$ cat config.mk
export PLATFORM = sky130hd
export DESIGN_NAME = soai_top
export DESIGN_NICKNAME = d
export VERILOG_FILES = /design/src/logic/soai_pkg.sv /design/src/logic/soai_uart_rx.sv /design/src/logic/soai_uart_tx.sv /design/src/logic/soai_top.sv
export SDC_FILE = /design/constraint.sdc
export NUM_CORES = 1
export LEC_CHECK = 0
export BUFFER_PORTS_ARGS = -buffer_cell sky130_fd_sc_hd__buf_2
export CAP_MARGIN = 10
export CORE_UTILIZATION = 50
export CTS_CLUSTER_SIZE = 28
export DETAILED_ROUTE_END_ITERATION = 10
export PLACE_DENSITY = 0.65
export SLEW_MARGIN = 20
export SYNTH_ARGS = -nofsm -noshare
export SYNTH_HDL_FRONTEND = slang
export SYNTH_SLANG_ARGS = --single-unit
$ cat constraint.sdc
create_clock -name CLK -period 3.25 [get_ports CLK]
set_input_delay 0.325 -clock CLK [delete_from_list [all_inputs] [get_ports CLK]]
set_output_delay 0.325 -clock CLK [all_outputs]
set_load 0.005 [all_outputs]
$ cat src/logic/soai_pkg.sv
package soai_pkg;

  localparam int unsigned CLK_HZ    = 50_000_000;
  localparam int unsigned BAUD_BPS  = 38_400;
  localparam int unsigned BIT_CYC   = CLK_HZ / BAUD_BPS;
  localparam int unsigned GAP_US    = 2_000;
  localparam int unsigned US_CYC    = CLK_HZ / 1_000_000;
  localparam int unsigned FRAME_LEN = 10;
  localparam int unsigned NUM_OBJ   = 10;

  // Function codes, request and reply
  localparam logic [7:0] FC_WR4   = 8'h23;
  localparam logic [7:0] FC_WR2   = 8'h2B;
  localparam logic [7:0] FC_WR1   = 8'h2F;
  localparam logic [7:0] FC_RD    = 8'h40;
  localparam logic [7:0] FC_WR_OK = 8'h60;
  localparam logic [7:0] FC_RD4   = 8'h43;
  localparam logic [7:0] FC_RD2   = 8'h4B;
  localparam logic [7:0] FC_RD1   = 8'h4F;
  localparam logic [7:0] FC_ERR   = 8'h80;

  // Error words returned in the data bytes
  localparam logic [31:0] ERR_NO_OBJ = 32'h0602_0000;
  localparam logic [31:0] ERR_RO     = 32'h0601_0002;
  localparam logic [31:0] ERR_CMD    = 32'h0504_0001;

  // Object keys: index, subindex, width in bits
  localparam logic [31:0] OBJ_KEY [NUM_OBJ] = '{
    32'h6040_0010, 32'h6060_0008, 32'h607A_0020, 32'h6081_0020, 32'h6083_0020,
    32'h6084_0020, 32'h6098_0008, 32'h6099_0120, 32'h6099_0220, 32'h60FF_0020};
  localparam logic [3:0]  IDX_CTRL   = 4'h0;
  localparam logic [3:0]  IDX_MODE   = 4'h1;
  localparam logic [31:0] STAT_KEY   = 32'h6041_0010;
  localparam logic [31:0] OBJ_RST    = 32'h0000_0000;
  localparam int unsigned REACH_BIT  = 10;

  localparam logic [7:0]  MODE_HOME  = 8'h06;
  localparam logic [7:0]  MODE_POS   = 8'h01;
  localparam logic [7:0]  MODE_VEL   = 8'h03;
  localparam logic [15:0] CW_ENABLE  = 16'h000F;
  localparam logic [15:0] CW_HOME    = 16'h001F;
  localparam logic [15:0] CW_ABS_ARM = 16'h002F;
  localparam logic [15:0] CW_ABS_GO  = 16'h003F;
  localparam logic [15:0] CW_REL_ARM = 16'h004F;
  localparam logic [15:0] CW_REL_GO  = 16'h005F;

  typedef struct packed {
    logic [7:0]  func;
    logic [15:0] index;
    logic [7:0]  sub;
    logic [31:0] data;
  } soai_msg_t;

  typedef struct packed {
    logic       valid;
    logic [7:0] data;
  } soai_byte_t;

  typedef enum logic [1:0] {
    ST_RECV = 2'b00,
    ST_EXEC = 2'b01,
    ST_SEND = 2'b10
  } soai_state_t;

  function automatic logic [31:0] soai_mask(input logic [7:0] width);
    case (width)
      8'h08:   soai_mask = 32'h0000_00FF;
      8'h10:   soai_mask = 32'h0000_FFFF;
      default: soai_mask = 32'hFFFF_FFFF;
    endcase
  endfunction : soai_mask

endpackage : soai_pkg

$ cat src/logic/soai_uart_rx.sv
`timescale 1ns/100ps
module soai_uart_rx
  import soai_pkg::*;
#(
  parameter int unsigned CYC = BIT_CYC
) (
  input  wire logic clk,
  input  wire logic rst,
  input  wire logic rxd,
  output soai_byte_t rx_o
);

  logic       s1_q, s2_q, busy_q, busy_d;
  logic [15:0] tmr_q, tmr_d;
  logic [3:0]  bit_q, bit_d;
  logic [7:0]  sh_q, sh_d;
  soai_byte_t  out_q, out_d;

  always_comb begin
    busy_d = busy_q;
    tmr_d  = tmr_q;
    bit_d  = bit_q;
    sh_d   = sh_q;
    out_d  = '{valid: 1'b0, data: out_q.data};
    if (!busy_q) begin
      // Sample mid-bit: first wait is half a bit
      if (!s2_q) begin
        busy_d = 1'b1;
        tmr_d  = 16'(CYC / 2);
        bit_d  = 4'h0;
      end
    end else if (tmr_q != 16'h0) begin
      tmr_d = tmr_q - 16'h1;
    end else begin
      tmr_d = 16'(CYC - 1);
      bit_d = bit_q + 4'h1;
      if (bit_q == 4'h0) begin
        busy_d = ~s2_q;
      end else if (bit_q < 4'h9) begin
        sh_d = {s2_q, sh_q[7:1]};
      end else begin
        // A missing stop bit drops the byte
        busy_d = 1'b0;
        out_d  = '{valid: s2_q, data: sh_q};
      end
    end
  end

  always_ff @(posedge clk) begin
    if (rst) begin
      s1_q   <= 1'b1;
      s2_q   <= 1'b1;
      busy_q <= 1'b0;
      tmr_q  <= 16'h0;
      bit_q  <= 4'h0;
      sh_q   <= 8'h00;
      out_q  <= '0;
    end else begin
      s1_q   <= rxd;
      s2_q   <= s1_q;
      busy_q <= busy_d;
      tmr_q  <= tmr_d;
      bit_q  <= bit_d;
      sh_q   <= sh_d;
      out_q  <= out_d;
    end
  end

  assign rx_o = out_q;

endmodule : soai_uart_rx

$ cat src/logic/soai_uart_tx.sv
`timescale 1ns/100ps
module soai_uart_tx
  import soai_pkg::*;
#(
  parameter int unsigned CYC = BIT_CYC
) (
  input  wire logic clk,
  input  wire logic rst,
  input  soai_byte_t tx_i,
  output logic       busy,
  output logic       txd
);

  logic        busy_q, busy_d, txd_q, txd_d;
  logic [15:0] tmr_q, tmr_d;
  logic [3:0]  bit_q, bit_d;
  logic [9:0]  sh_q, sh_d;

  always_comb begin
    busy_d = busy_q;
    tmr_d  = tmr_q;
    bit_d  = bit_q;
    sh_d   = sh_q;
    if (!busy_q) begin
      if (tx_i.valid) begin
        sh_d   = {1'b1, tx_i.data, 1'b0};
        busy_d = 1'b1;
        tmr_d  = 16'(CYC - 1);
        bit_d  = 4'h0;
      end
    end else if (tmr_q != 16'h0) begin
      tmr_d = tmr_q - 16'h1;
    end else if (bit_q == 4'h9) begin
      busy_d = 1'b0;
    end else begin
      bit_d = bit_q + 4'h1;
      sh_d  = {1'b1, sh_q[9:1]};
      tmr_d = 16'(CYC - 1);
    end
    txd_d = busy_d ? sh_d[0] : 1'b1;
  end

  always_ff @(posedge clk) begin
    if (rst) begin
      busy_q <= 1'b0;
      txd_q  <= 1'b1;
      tmr_q  <= 16'h0;
      bit_q  <= 4'h0;
      sh_q   <= 10'h3FF;
    end else begin
      busy_q <= busy_d;
      txd_q  <= txd_d;
      tmr_q  <= tmr_d;
      bit_q  <= bit_d;
      sh_q   <= sh_d;
    end
  end

  assign busy = busy_q;
  assign txd  = txd_q;

endmodule : soai_uart_tx

$ cat src/logic/soai_top.sv
// Function
// - Frame is ten bytes: station, eight protocol bytes, negated-sum checksum.
// - Stay silent on a foreign station number or a bad checksum.
// - Link runs 38400 bit/s, eight data bits, one stop, no parity.
// - Successful write answers with code 60h.
// - Failed write answers 80h with error in bytes 5 to 8.
// - Every reply echoes index and subindex of the request.
// - Read reply code 43h, 4Bh or 4Fh by object width.
// - Failed read, missing object included, answers 80h with error data.
// - Reading a missing object reports an error.
// - Data bytes carry the value least significant byte first.
// - After a failed read the data bytes are not the object value.
// - Status bit 10 shows target position reached.
`timescale 1ns/100ps
module soai_top
  import soai_pkg::*;
#(
  parameter int unsigned GAP_CYC  = GAP_US * US_CYC,
  // Bit time in clocks; a bench may shorten it to keep runs brief
  parameter int unsigned BAUD_CYC = BIT_CYC
) (
  input  wire logic       CLK,
  input  wire logic       RST,
  input  wire logic       RXD,
  input  wire logic [7:0] STATION_ID,
  input  wire logic       TARGET_REACHED,
  output logic            TXD,
  output logic [15:0]     DRIVE_CTRL,
  output logic [7:0]      OP_MODE,
  output logic            HOME_START,
  output logic            MOVE_ABS,
  output logic            MOVE_REL
);

  localparam int GW = $clog2(GAP_CYC + 1);

  logic [7:0]   id_s1_q, id_s2_q;
  logic         tr_s1_q, tr_s2_q;

  soai_state_t  state_q, state_d;
  logic [7:0]   buf_q [FRAME_LEN];
  logic [7:0]   buf_d [FRAME_LEN];
  logic [3:0]   cnt_q, cnt_d;
  logic [7:0]   sum_q, sum_d;
  logic [GW-1:0] gap_q, gap_d;
  logic [3:0]   snd_q, snd_d;
  logic [7:0]   tsum_q, tsum_d;

  logic [31:0]  obj_q [NUM_OBJ];
  logic [31:0]  obj_d [NUM_OBJ];
  soai_msg_t    rsp_q, rsp_d;
  logic         home_q, home_d;
  logic         abs_q, abs_d;
  logic         rel_q, rel_d;

  soai_byte_t   rx;
  soai_byte_t   tx;
  logic         tx_busy;
  logic [7:0]   tx_byte;
  soai_msg_t    req;
  logic         hit, is_stat, wr_cmd, rd_cmd;
  logic [3:0]   hidx;
  logic [7:0]   wid;
  logic [15:0]  stat;

  // Pins cross into the clock domain through two stages
  always_ff @(posedge CLK) begin
    if (RST) begin
      id_s1_q <= 8'h00;
      id_s2_q <= 8'h00;
      tr_s1_q <= 1'b0;
      tr_s2_q <= 1'b0;
    end else begin
      id_s1_q <= STATION_ID;
      id_s2_q <= id_s1_q;
      tr_s1_q <= TARGET_REACHED;
      tr_s2_q <= tr_s1_q;
    end
  end

  soai_uart_rx #(.CYC(BAUD_CYC)) soai_uart_rx_inst (
    .clk  (CLK),
    .rst  (RST),
    .rxd  (RXD),
    .rx_o (rx)
  );

  soai_uart_tx #(.CYC(BAUD_CYC)) soai_uart_tx_inst (
    .clk  (CLK),
    .rst  (RST),
    .tx_i (tx),
    .busy (tx_busy),
    .txd  (TXD)
  );

  // low byte first in the data field
  assign req     = {buf_q[1], buf_q[3], buf_q[2], buf_q[4], buf_q[8], buf_q[7], buf_q[6], buf_q[5]};
  assign wr_cmd  = (req.func == FC_WR4) || (req.func == FC_WR2) || (req.func == FC_WR1);
  assign rd_cmd  = (req.func == FC_RD);
  assign is_stat = ({req.index, req.sub} == STAT_KEY[31:8]);
  assign wid     = OBJ_KEY[hidx][7:0];

  always_comb begin
    hit  = 1'b0;
    hidx = 4'h0;
    for (int i = 0; i < NUM_OBJ; i++) begin
      if (OBJ_KEY[i][31:8] == {req.index, req.sub}) begin
        hit  = 1'b1;
        hidx = 4'(i);
      end
    end
  end

  // target reached in status bit 10
  always_comb begin
    stat            = 16'h0000;
    stat[REACH_BIT] = tr_s2_q;
  end

  always_comb begin
    case (snd_q)
      4'h0:    tx_byte = id_s2_q;
      4'h1:    tx_byte = rsp_q.func;
      4'h2:    tx_byte = rsp_q.index[7:0];
      4'h3:    tx_byte = rsp_q.index[15:8];
      4'h4:    tx_byte = rsp_q.sub;
      4'h5:    tx_byte = rsp_q.data[7:0];
      4'h6:    tx_byte = rsp_q.data[15:8];
      4'h7:    tx_byte = rsp_q.data[23:16];
      4'h8:    tx_byte = rsp_q.data[31:24];
      4'h9:    tx_byte = 8'h00 - tsum_q;
      default: tx_byte = 8'h00;
    endcase
  end

  // Frame sequencing: collect, execute, reply
  always_comb begin
    state_d = state_q;
    buf_d   = buf_q;
    cnt_d   = cnt_q;
    sum_d   = sum_q;
    gap_d   = gap_q;
    snd_d   = snd_q;
    tsum_d  = tsum_q;
    tx      = '{valid: 1'b0, data: tx_byte};
    case (state_q)
      ST_RECV: begin
        if (rx.valid) begin
          buf_d[cnt_q] = rx.data;
          gap_d        = '0;
          if (cnt_q == 4'(FRAME_LEN - 1)) begin
            cnt_d = 4'h0;
            sum_d = 8'h00;
            // foreign station or bad checksum stays silent
            if (buf_q[0] == id_s2_q && 8'(sum_q + rx.data) == 8'h00) begin
              state_d = ST_EXEC;
            end
          end else begin
            cnt_d = cnt_q + 4'h1;
            sum_d = sum_q + rx.data;
          end
        end else if (cnt_q != 4'h0) begin
          // A long pause drops a partial frame so a lost byte cannot skew the next one
          if (gap_q == GW'(GAP_CYC - 1)) begin
            cnt_d = 4'h0;
            sum_d = 8'h00;
            gap_d = '0;
          end else begin
            gap_d = gap_q + 1'b1;
          end
        end
      end
      ST_EXEC: begin
        state_d = ST_SEND;
        snd_d   = 4'h0;
        tsum_d  = 8'h00;
      end
      ST_SEND: begin
        // Bytes arriving while the reply goes out are discarded
        if (!tx_busy) begin
          if (snd_q == 4'(FRAME_LEN)) begin
            state_d = ST_RECV;
          end else begin
            tx.valid = 1'b1;
            snd_d    = snd_q + 4'h1;
            tsum_d   = tsum_q + tx_byte;
          end
        end
      end
      default: begin
        state_d = ST_RECV;
      end
    endcase
  end

  always_ff @(posedge CLK) begin
    if (RST) begin
      state_q <= ST_RECV;
      cnt_q   <= 4'h0;
      sum_q   <= 8'h00;
      gap_q   <= '0;
      snd_q   <= 4'h0;
      tsum_q  <= 8'h00;
      for (int i = 0; i < FRAME_LEN; i++) begin
        buf_q[i] <= 8'h00;
      end
    end else begin
      state_q <= state_d;
      buf_q   <= buf_d;
      cnt_q   <= cnt_d;
      sum_q   <= sum_d;
      gap_q   <= gap_d;
      snd_q   <= snd_d;
      tsum_q  <= tsum_d;
    end
  end

  // Object access and motion start decoding
  always_comb begin
    obj_d  = obj_q;
    rsp_d  = rsp_q;
    home_d = 1'b0;
    abs_d  = 1'b0;
    rel_d  = 1'b0;
    if (state_q == ST_EXEC) begin
      rsp_d.index = req.index;
      rsp_d.sub   = req.sub;
      if (rd_cmd) begin
        if (hit) begin
          rsp_d.func = (wid == 8'h20) ? FC_RD4 : (wid == 8'h10) ? FC_RD2 : FC_RD1;
          rsp_d.data = obj_q[hidx];
        end else if (is_stat) begin
          rsp_d.func = FC_RD2;
          rsp_d.data = {16'h0000, stat};
        end else begin
          rsp_d.func = FC_ERR;
          rsp_d.data = ERR_NO_OBJ;
        end
      end else if (wr_cmd) begin
        if (hit) begin
          obj_d[hidx] = req.data & soai_mask(wid);
          rsp_d.func  = FC_WR_OK;
          // Data bytes are kept: the reply carries the written value back
          rsp_d.data  = req.data;
          if (hidx == IDX_CTRL) begin
            // edge of the control word starts the move
            home_d = obj_q[IDX_MODE][7:0] == MODE_HOME && obj_q[IDX_CTRL][15:0] == CW_ENABLE
                     && req.data[15:0] == CW_HOME;
            abs_d  = obj_q[IDX_MODE][7:0] == MODE_POS && obj_q[IDX_CTRL][15:0] == CW_ABS_ARM
                     && req.data[15:0] == CW_ABS_GO;
            rel_d  = obj_q[IDX_MODE][7:0] == MODE_POS && obj_q[IDX_CTRL][15:0] == CW_REL_ARM
                     && req.data[15:0] == CW_REL_GO;
          end
        end else begin
          rsp_d.func = FC_ERR;
          rsp_d.data = is_stat ? ERR_RO : ERR_NO_OBJ;
        end
      end else begin
        rsp_d.func = FC_ERR;
        rsp_d.data = ERR_CMD;
      end
    end
  end

  always_ff @(posedge CLK) begin
    if (RST) begin
      rsp_q  <= '0;
      home_q <= 1'b0;
      abs_q  <= 1'b0;
      rel_q  <= 1'b0;
      for (int i = 0; i < NUM_OBJ; i++) begin
        obj_q[i] <= OBJ_RST;
      end
    end else begin
      obj_q  <= obj_d;
      rsp_q  <= rsp_d;
      home_q <= home_d;
      abs_q  <= abs_d;
      rel_q  <= rel_d;
    end
  end

  assign DRIVE_CTRL = obj_q[IDX_CTRL][15:0];
  assign OP_MODE    = obj_q[IDX_MODE][7:0];
  assign HOME_START = home_q;
  assign MOVE_ABS   = abs_q;
  assign MOVE_REL   = rel_q;

  // Checking: running sum of every sent byte must close at zero
  logic [7:0] chk_sum_q;

  always_ff @(posedge CLK) begin
    if (RST || state_q == ST_EXEC) begin
      chk_sum_q <= 8'h00;
    end else if (tx.valid) begin
      chk_sum_q <= chk_sum_q + tx.data;
    end
  end
endmodule : soai_top

Word-level counts from Yosys, hierarchy flattened
Memory sizes are Yosys's and may differ from the RTL's.
Index checks and enable logic that the tools add are counted.
{"block": "word_totals", "input_bits": 12, "elab_cells": 273, "output_inout_bits": 28, "memories": 1, "mem_bits_ro": 512, "regBits": 600}
{"name": "(name not given)", "depth": 16, "word_bits": 32, "rd": 1, "rd_clocked_by_memory_dff": 0, "wr": 0, "line_no": "soai_top.sv:101", "text": "assign wid = OBJ_KEY[hidx][7:0];"}
{"block": "classes", "addsub": 10, "bitwise_logic": 14, "n_mux": 102, "reduce_logical": 37, "n_lt_le_gt_ge": 5, "n_eq_ne": 53}
{"op": "32-bit 2-to-1 mux", "n": 11}
{"op": "320-bit bitwise mux", "n": 1}
{"op": "23-bit by 24-bit equality test with 1-bit output, first input constant", "n": 10}
{"op": "32-bit binary-select mux with 4-bit select", "n": 1}
{"op": "32-bit demux with 4-bit select", "n": 1}
{"op": "16-bit 2-to-1 mux", "n": 7}
{"op": "8-bit 2-to-1 mux", "n": 14}
{"op": "4-bit 2-to-1 mux", "n": 22}
{"op": "80-bit bitwise mux", "n": 1}
{"op": "8-bit case mux with 10 select lines", "n": 1}
{"op": "32-bit case mux with 2 select lines", "n": 1}
{"op": "17-bit 2-to-1 mux", "n": 3}
{"op": "10-bit 2-to-1 mux", "n": 4}
{"op": "32-bit bitwise AND", "n": 1}
{"op": "8-bit demux with 4-bit select", "n": 1}
{"op": "16-bit by 6-bit equality test with 1-bit output, second input constant", "n": 2}
{"op": "16-bit by 7-bit equality test with 1-bit output, second input constant", "n": 2}
{"op": "8-bit by 6-bit equality test with 1-bit output, second input constant", "n": 4}
{"op": "16-bit nonzero test", "n": 2}
{"op": "16-bit by 1-bit subtractor with 16-bit output, second input constant", "n": 2}
{"op": "27-bit 2-to-1 mux", "n": 1}
{"op": "24-bit by 23-bit equality test with 1-bit output, second input constant", "n": 1}
{"op": "1-bit 2-to-1 mux", "n": 23}
{"op": "4-bit equality test, second input constant", "n": 5}
{"op": "46 further kinds", "n": 100}

Depth between registers and ports, before layout
{"block": "depth", "word_depth": 22, "mapped_depth": 17, "depth_no_buf": 15}

By module
From an unflattened synthesis, not the netlist that was laid out.
{"block": "hier_totals", "cells_unflattened": 3177, "area_unflattened_um2": 26758.2}
{"mod": "soai_top", "area_per_inst_um2": 23271.1, "seq_area_each_um2": 10369.9, "instances": 1, "cells_each": 2790}
{"mod": "soai_uart_rx", "area_per_inst_um2": 1924.3, "seq_area_each_um2": 800.8, "instances": 1, "cells_each": 212}
{"mod": "soai_uart_tx", "area_per_inst_um2": 1562.7, "seq_area_each_um2": 640.6, "instances": 1, "cells_each": 175}

Worst setup path before layout
No wires, ideal clock.
{"block": "synth_path", "kind": "flip-flop to flip-flop", "startpoint": "reg snd_q[0]", "endpoint": "reg tsum_q[7]", "path_stages_with_launch": 17, "setup_slack_ns": -0.171, "t_required_ns": 3.176, "setup_time_ns": 0.074, "arrival_time_ns": 3.347, "n_path_buf": 2, "period_less_slack_ns": 3.421, "path_cell_list": "dfxtp_1 -> ha_1 -> clkbuf_1 -> clkbuf_1 -> a22oi_1 -> nand2_1 -> o21ai_0 -> o21ai_0 -> ha_1 -> a21o_1 -> a21oi_1 -> nor2b_1 -> o21a_1 -> o41ai_1 -> xnor2_1 -> or3_1 -> a31oi_1"}
{"block": "synth_via", "elab_chain_cells": 6, "word_cells_on_any_way": 18, "classes_between": "add/sub (1); eq/ne (11); mux (4); reduce/logical (2)"}
{"item": "start: declaration", "line_no": "soai_top.sv:46", "text": "logic [3:0] snd_q, snd_d;"}
{"item": "start signal: assignment", "line_no": "soai_top.sv:213", "text": "snd_q <= snd_d;"}
{"item": "4-bit equality test (tied with other cells)", "line_no": "soai_top.sv:121", "text": "case (snd_q)"}
{"item": "8-bit case mux with 10 select lines", "line_no": "soai_top.sv:121"}
{"item": "8-bit adder", "line_no": "soai_top.sv:186", "text": "tsum_d = tsum_q + tx_byte;"}
{"item": "8-bit 2-to-1 mux", "line_no": "soai_top.sv:181", "text": "if (snd_q == 4'(FRAME_LEN)) begin"}
{"item": "8-bit 2-to-1 mux", "line_no": "soai_top.sv:180", "text": "if (!tx_busy) begin"}
{"item": "8-bit case mux with 2 select lines", "line_no": "soai_top.sv:146", "text": "case (state_q)"}
{"item": "end signal: assignment", "line_no": "soai_top.sv:214", "text": "tsum_q <= tsum_d;"}
{"item": "end: declaration", "line_no": "soai_top.sv:47", "text": "logic [7:0] tsum_q, tsum_d;"}
Parallel ways exist; a longest one is shown, timed or not. The select of a mux whose other input is x is not followed.
A chain may end at the register's enable or synchronous reset.

Worst setup path after layout
{"block": "layout_path", "startpoint": "reg buf_q[55] in the netlist's numbering", "endpoint": "reg rsp_q[21] in the netlist's numbering"}
{"block": "layout_via", "elab_chain_cells": 16, "word_cells_on_any_way": 37, "classes_between": "eq/ne (10); mux (26); bitwise (1)"}
{"item": "start: declaration", "line_no": "soai_top.sv:41", "text": "logic [7:0] buf_q [FRAME_LEN];"}
{"item": "start signal: assignment", "line_no": "soai_top.sv:209", "text": "buf_q <= buf_d;"}
{"item": "23-bit by 24-bit equality test with 1-bit output", "line_no": "soai_top.sv:107", "text": "if (OBJ_KEY[i][31:8] == {req.index, req.sub}) begin"}
{"item": "1-bit 2-to-1 mux", "line_no": "soai_top.sv:107"}
{"item": "4-bit 2-to-1 mux (8 in a row)", "line_no": "soai_top.sv:107"}
{"item": "4-bit NOT with 5-bit output (not written as such)", "line_no": "soai_top.sv:231", "text": "rsp_d.data = obj_q[hidx];"}
{"item": "32-bit binary-select mux with 4-bit select", "line_no": "soai_top.sv:231"}
{"item": "32-bit 2-to-1 mux (not written as such) (2 in a row)", "line_no": "soai_top.sv:231"}
{"item": "32-bit 2-to-1 mux", "line_no": "soai_top.sv:229", "text": "if (hit) begin"}
{"item": "32-bit 2-to-1 mux *", "line_no": "soai_top.sv:228", "text": "if (rd_cmd) begin"}
{"item": "end signal: assignment", "line_no": "soai_top.sv:276", "text": "rsp_q <= rsp_d;"}
{"item": "end: declaration", "line_no": "soai_top.sv:51", "text": "soai_msg_t rsp_q, rsp_d;"}
Every way passes the cells marked *; elsewhere a longest branch is shown, timed or not. The select of a mux whose other input is x is not followed.

==> run summary <==
GP Congestion - 0.940
Post-route insts no fill - 4119
Worst-case clock buffer depth - 3
Initial antenna violation count - 0
Placed cell count - 3987
Critical path's largest stage delay - 0.58 ns
RSZ-0062 raised after global routing - yes
Drt drc - 0
CTS buffer count - 66
Nets - 3436
Dpl hpwl - 58100 um
Width of the die - 230 um
Max FO, Critical Path - 8
Cell Pwr Density - 497 nW/um^2
Post-synthesis sequential area ratio - 45.6%
Final setup viols - 1
Remaining Overflow, GRT - 0
Syn nets - 3368
Final ANT Viol Nets - 0
Fillers - 4618
DRT Pass-1 Iters - 6
WL per Instance - 20.8 um
H-tree levels - 3
Critical path required time - 3.71 ns
Most common cell after layout, fill and taps aside - nand2_1
Largest net degree at the start of global routing - 225
Die area - 52700 sq um
Synth unique cells - 80
Slowest-stage cell, CP - or4_4
Top cell type's share of synthesized area - 45.6%
Final Cell Area - 30300 sq um
Max Freq - 0.306 GHz
Most frequent CP cell - buf_4
Worst path cell trace - or4_4 > or4_4 > buf_4 > nor4_1 > buf_4 > nor2_2 > nor2_4 > buf_4 > a31oi_1 > nand3_1 > o21ai_0
Placed Area - 27700 sq um
Total power - 15.1 mW
IO Pins - 40
Worst-Skew Late Latency - 0.60 ns
Mapped Cells - 3327
First-pass GRT wire length - 133000 um
Number of flops mapped to enable cells by yosys - 0
Detailed-route via count - 24362
Worst Hold Class - in -> reg
Via-per-instance ratio - 5.91
# diodes - 0
Clk pin slew, worst setup/hold paths - 0.06 ns
Warnings from Yosys - 0
Setup TNS - -0.0165 ns
Synthesized flop and latch total - 590
Syn Area/Cell - 7.79 sq um
Clk root buf - clkbuf_16
Slew Viols, Final - 0
Most frequent cells in the layout - nand2_1, dfxtp_1, a21oi_1
Setup slack after layout - -0.0165 ns
Final min period - 3.27 ns
Pleak - 11.2 nW
Initial DRC Count - 2656
Relative slew slack - 23.4%
Initial Util - 50.5%
TritonCTS clock tree - built
Commonest register cell after synthesis - dfxtp_1
CP Class - reg -> reg
CP arrival - 3.73 ns
Tot GR Track Use - 32.0%
Area contributors post-synth - dfxtp_1, nand2_1, a21oi_1, mux2i_1, nor2_1
Total wire length - 85600 um
Async S/R FF share, synth - 0%
Outcome - finished with violations
Die height - 230 um
Clock sink count - 590
Fin. Hold Viols - 0
Floorplan core area - 51300 sq um
Clock Skews - 0.0247 ns
Fin crit share - 101%
Area leader, netlist - dfxtp_1
Failing checks - negative setup slack
CP Capture Type - flop
Layout area overhead - 17.1%
Maximum VDD drop - 0.000484 V
Max cap viols - 0
Worst slew pin tran - 1.15 ns
I/O Buffers - 39
Fin util - 59.2%
Share of post-route cells with drive strength above 1 - 12.9%
Placement Rows - 83
R2R setup slack - -0.02 ns
Startpoint Class - flop
Vias in the first global route - 22947
Cell Area, Synth - 25900 sq um
==> state kept, by name (all words and copies together) (netlist names), 9 cells and up <==
name,flops
rsp_q,62
obj_q,296
buf_q,72
DRIVE_CTRL,16
gap_q,17
soai_uart_rx_inst.tmr_q,16
soai_uart_rx_inst.rx_o,9
soai_uart_tx_inst.sh_q,10
soai_uart_tx_inst.tmr_q,16
==> timing repair <==
item                                   CTS  global route
endpoints found under the hold margin   10             0
hold buffers                            10             0
pin swaps                                3            10
gates cloned                             0             2
gates resized for setup                 20            43
buffers inserted                         0             8
setup endpoints to repair               26            66
==> critical path: cells and delay by family (launching register included) <==
kind            cells  cell delay [ns]
buf+inv             3             0.67
flops               1             0.31
compound gates      2             0.24
simple gates        6             1.93
==> worst paths after layout <==
kind	depth (start not counted)	endpoint	start
min reg2reg	1	soai_uart_rx_inst.s2_q	soai_uart_rx_inst.s1_q
max reg2reg	11	rsp_q[21]	buf_q[55]
max	11	rsp_q[21]	buf_q[55]
min	2	rsp_q[33]	RST
==> stage by stage <==
stage / worst slack, ns / hold WS, ns
5_1_grt: -0.0361 / 0.0197
6_report: -0.0165 / 0.0352
3_5_place_dp: -0.358 / 0.404
2_1_floorplan: 0.0132 / 0.389
4_1_cts: 0.000279 / 0.00520
3_3_place_gp: -0.676 / 0.405
==> area by class of cell <==
class / instances / area [sq um] / area share (%)
multi-input combinational: 2454 / 13200 / 43.6
tap: 680 / 851 / 2.80
timing repair buffer: 259 / 2230 / 7.36
sequential: 590 / 11800 / 38.9
clock buffer: 91 / 1900 / 6.25
clock inverter: 21 / 234 / 0.771
inverter: 24 / 90.1 / 0.297
==> synthesized netlist by cell type (all sizes together) (20+ instances only) <==
master / count
buf: 57
o22ai: 30
nor4: 29
nor2b: 35
mux2i: 87
o21ai: 59
inv: 23
a22oi: 46
nor3: 62
a31oi: 34
nor2: 208
clkbuf: 202
nand4: 30
xor2: 26
dfxtp: 590
nand3: 151
a21oi: 381
and2: 70
ha: 27
xnor2: 20
nand2: 924
==> metal layers <==
| layer | vias up | share of wire [%] | wire (um) | GRT usage, % |
|---|---|---|---|---|
| li1 | 11485 | - | - | - |
| met1 | 11550 | 43 | 36500 | 43.0 |
| met2 | 1087 | 45 | 38300 | 49.9 |
| met3 | 240 | 8.0 | 6860 | 4.98 |
| met4 | 0 | 4.7 | 4050 | 15.6 |
| met5 | - | 0 | 0 | 0 |
==> kinds of logic after synthesis <==
| logic type | share of synthesized area (%) |
|---|---|
| AO/OA/AOI/OAI | 15.4 |
| XOR/XNOR | 1.56 |
| adder cells (fa/ha/maj) | 1.46 |
| buffers and inverters | 4.63 |
| multiplexers | 3.54 |
| AND/OR/NAND/NOR | 27.9 |
| flip-flops | 45.6 |
==> power breakdown <==
part | internal [mW] | total [mW] | leakage, nW | switching [mW]
combinational | 0.111 | 0.366 | 5.38 | 0.255
clock | 4.40 | 7.43 | 1.06 | 3.03
sequential | 7.26 | 7.29 | 4.76 | 0.0292
Note: power is estimated with default switching activity, not from simulation.
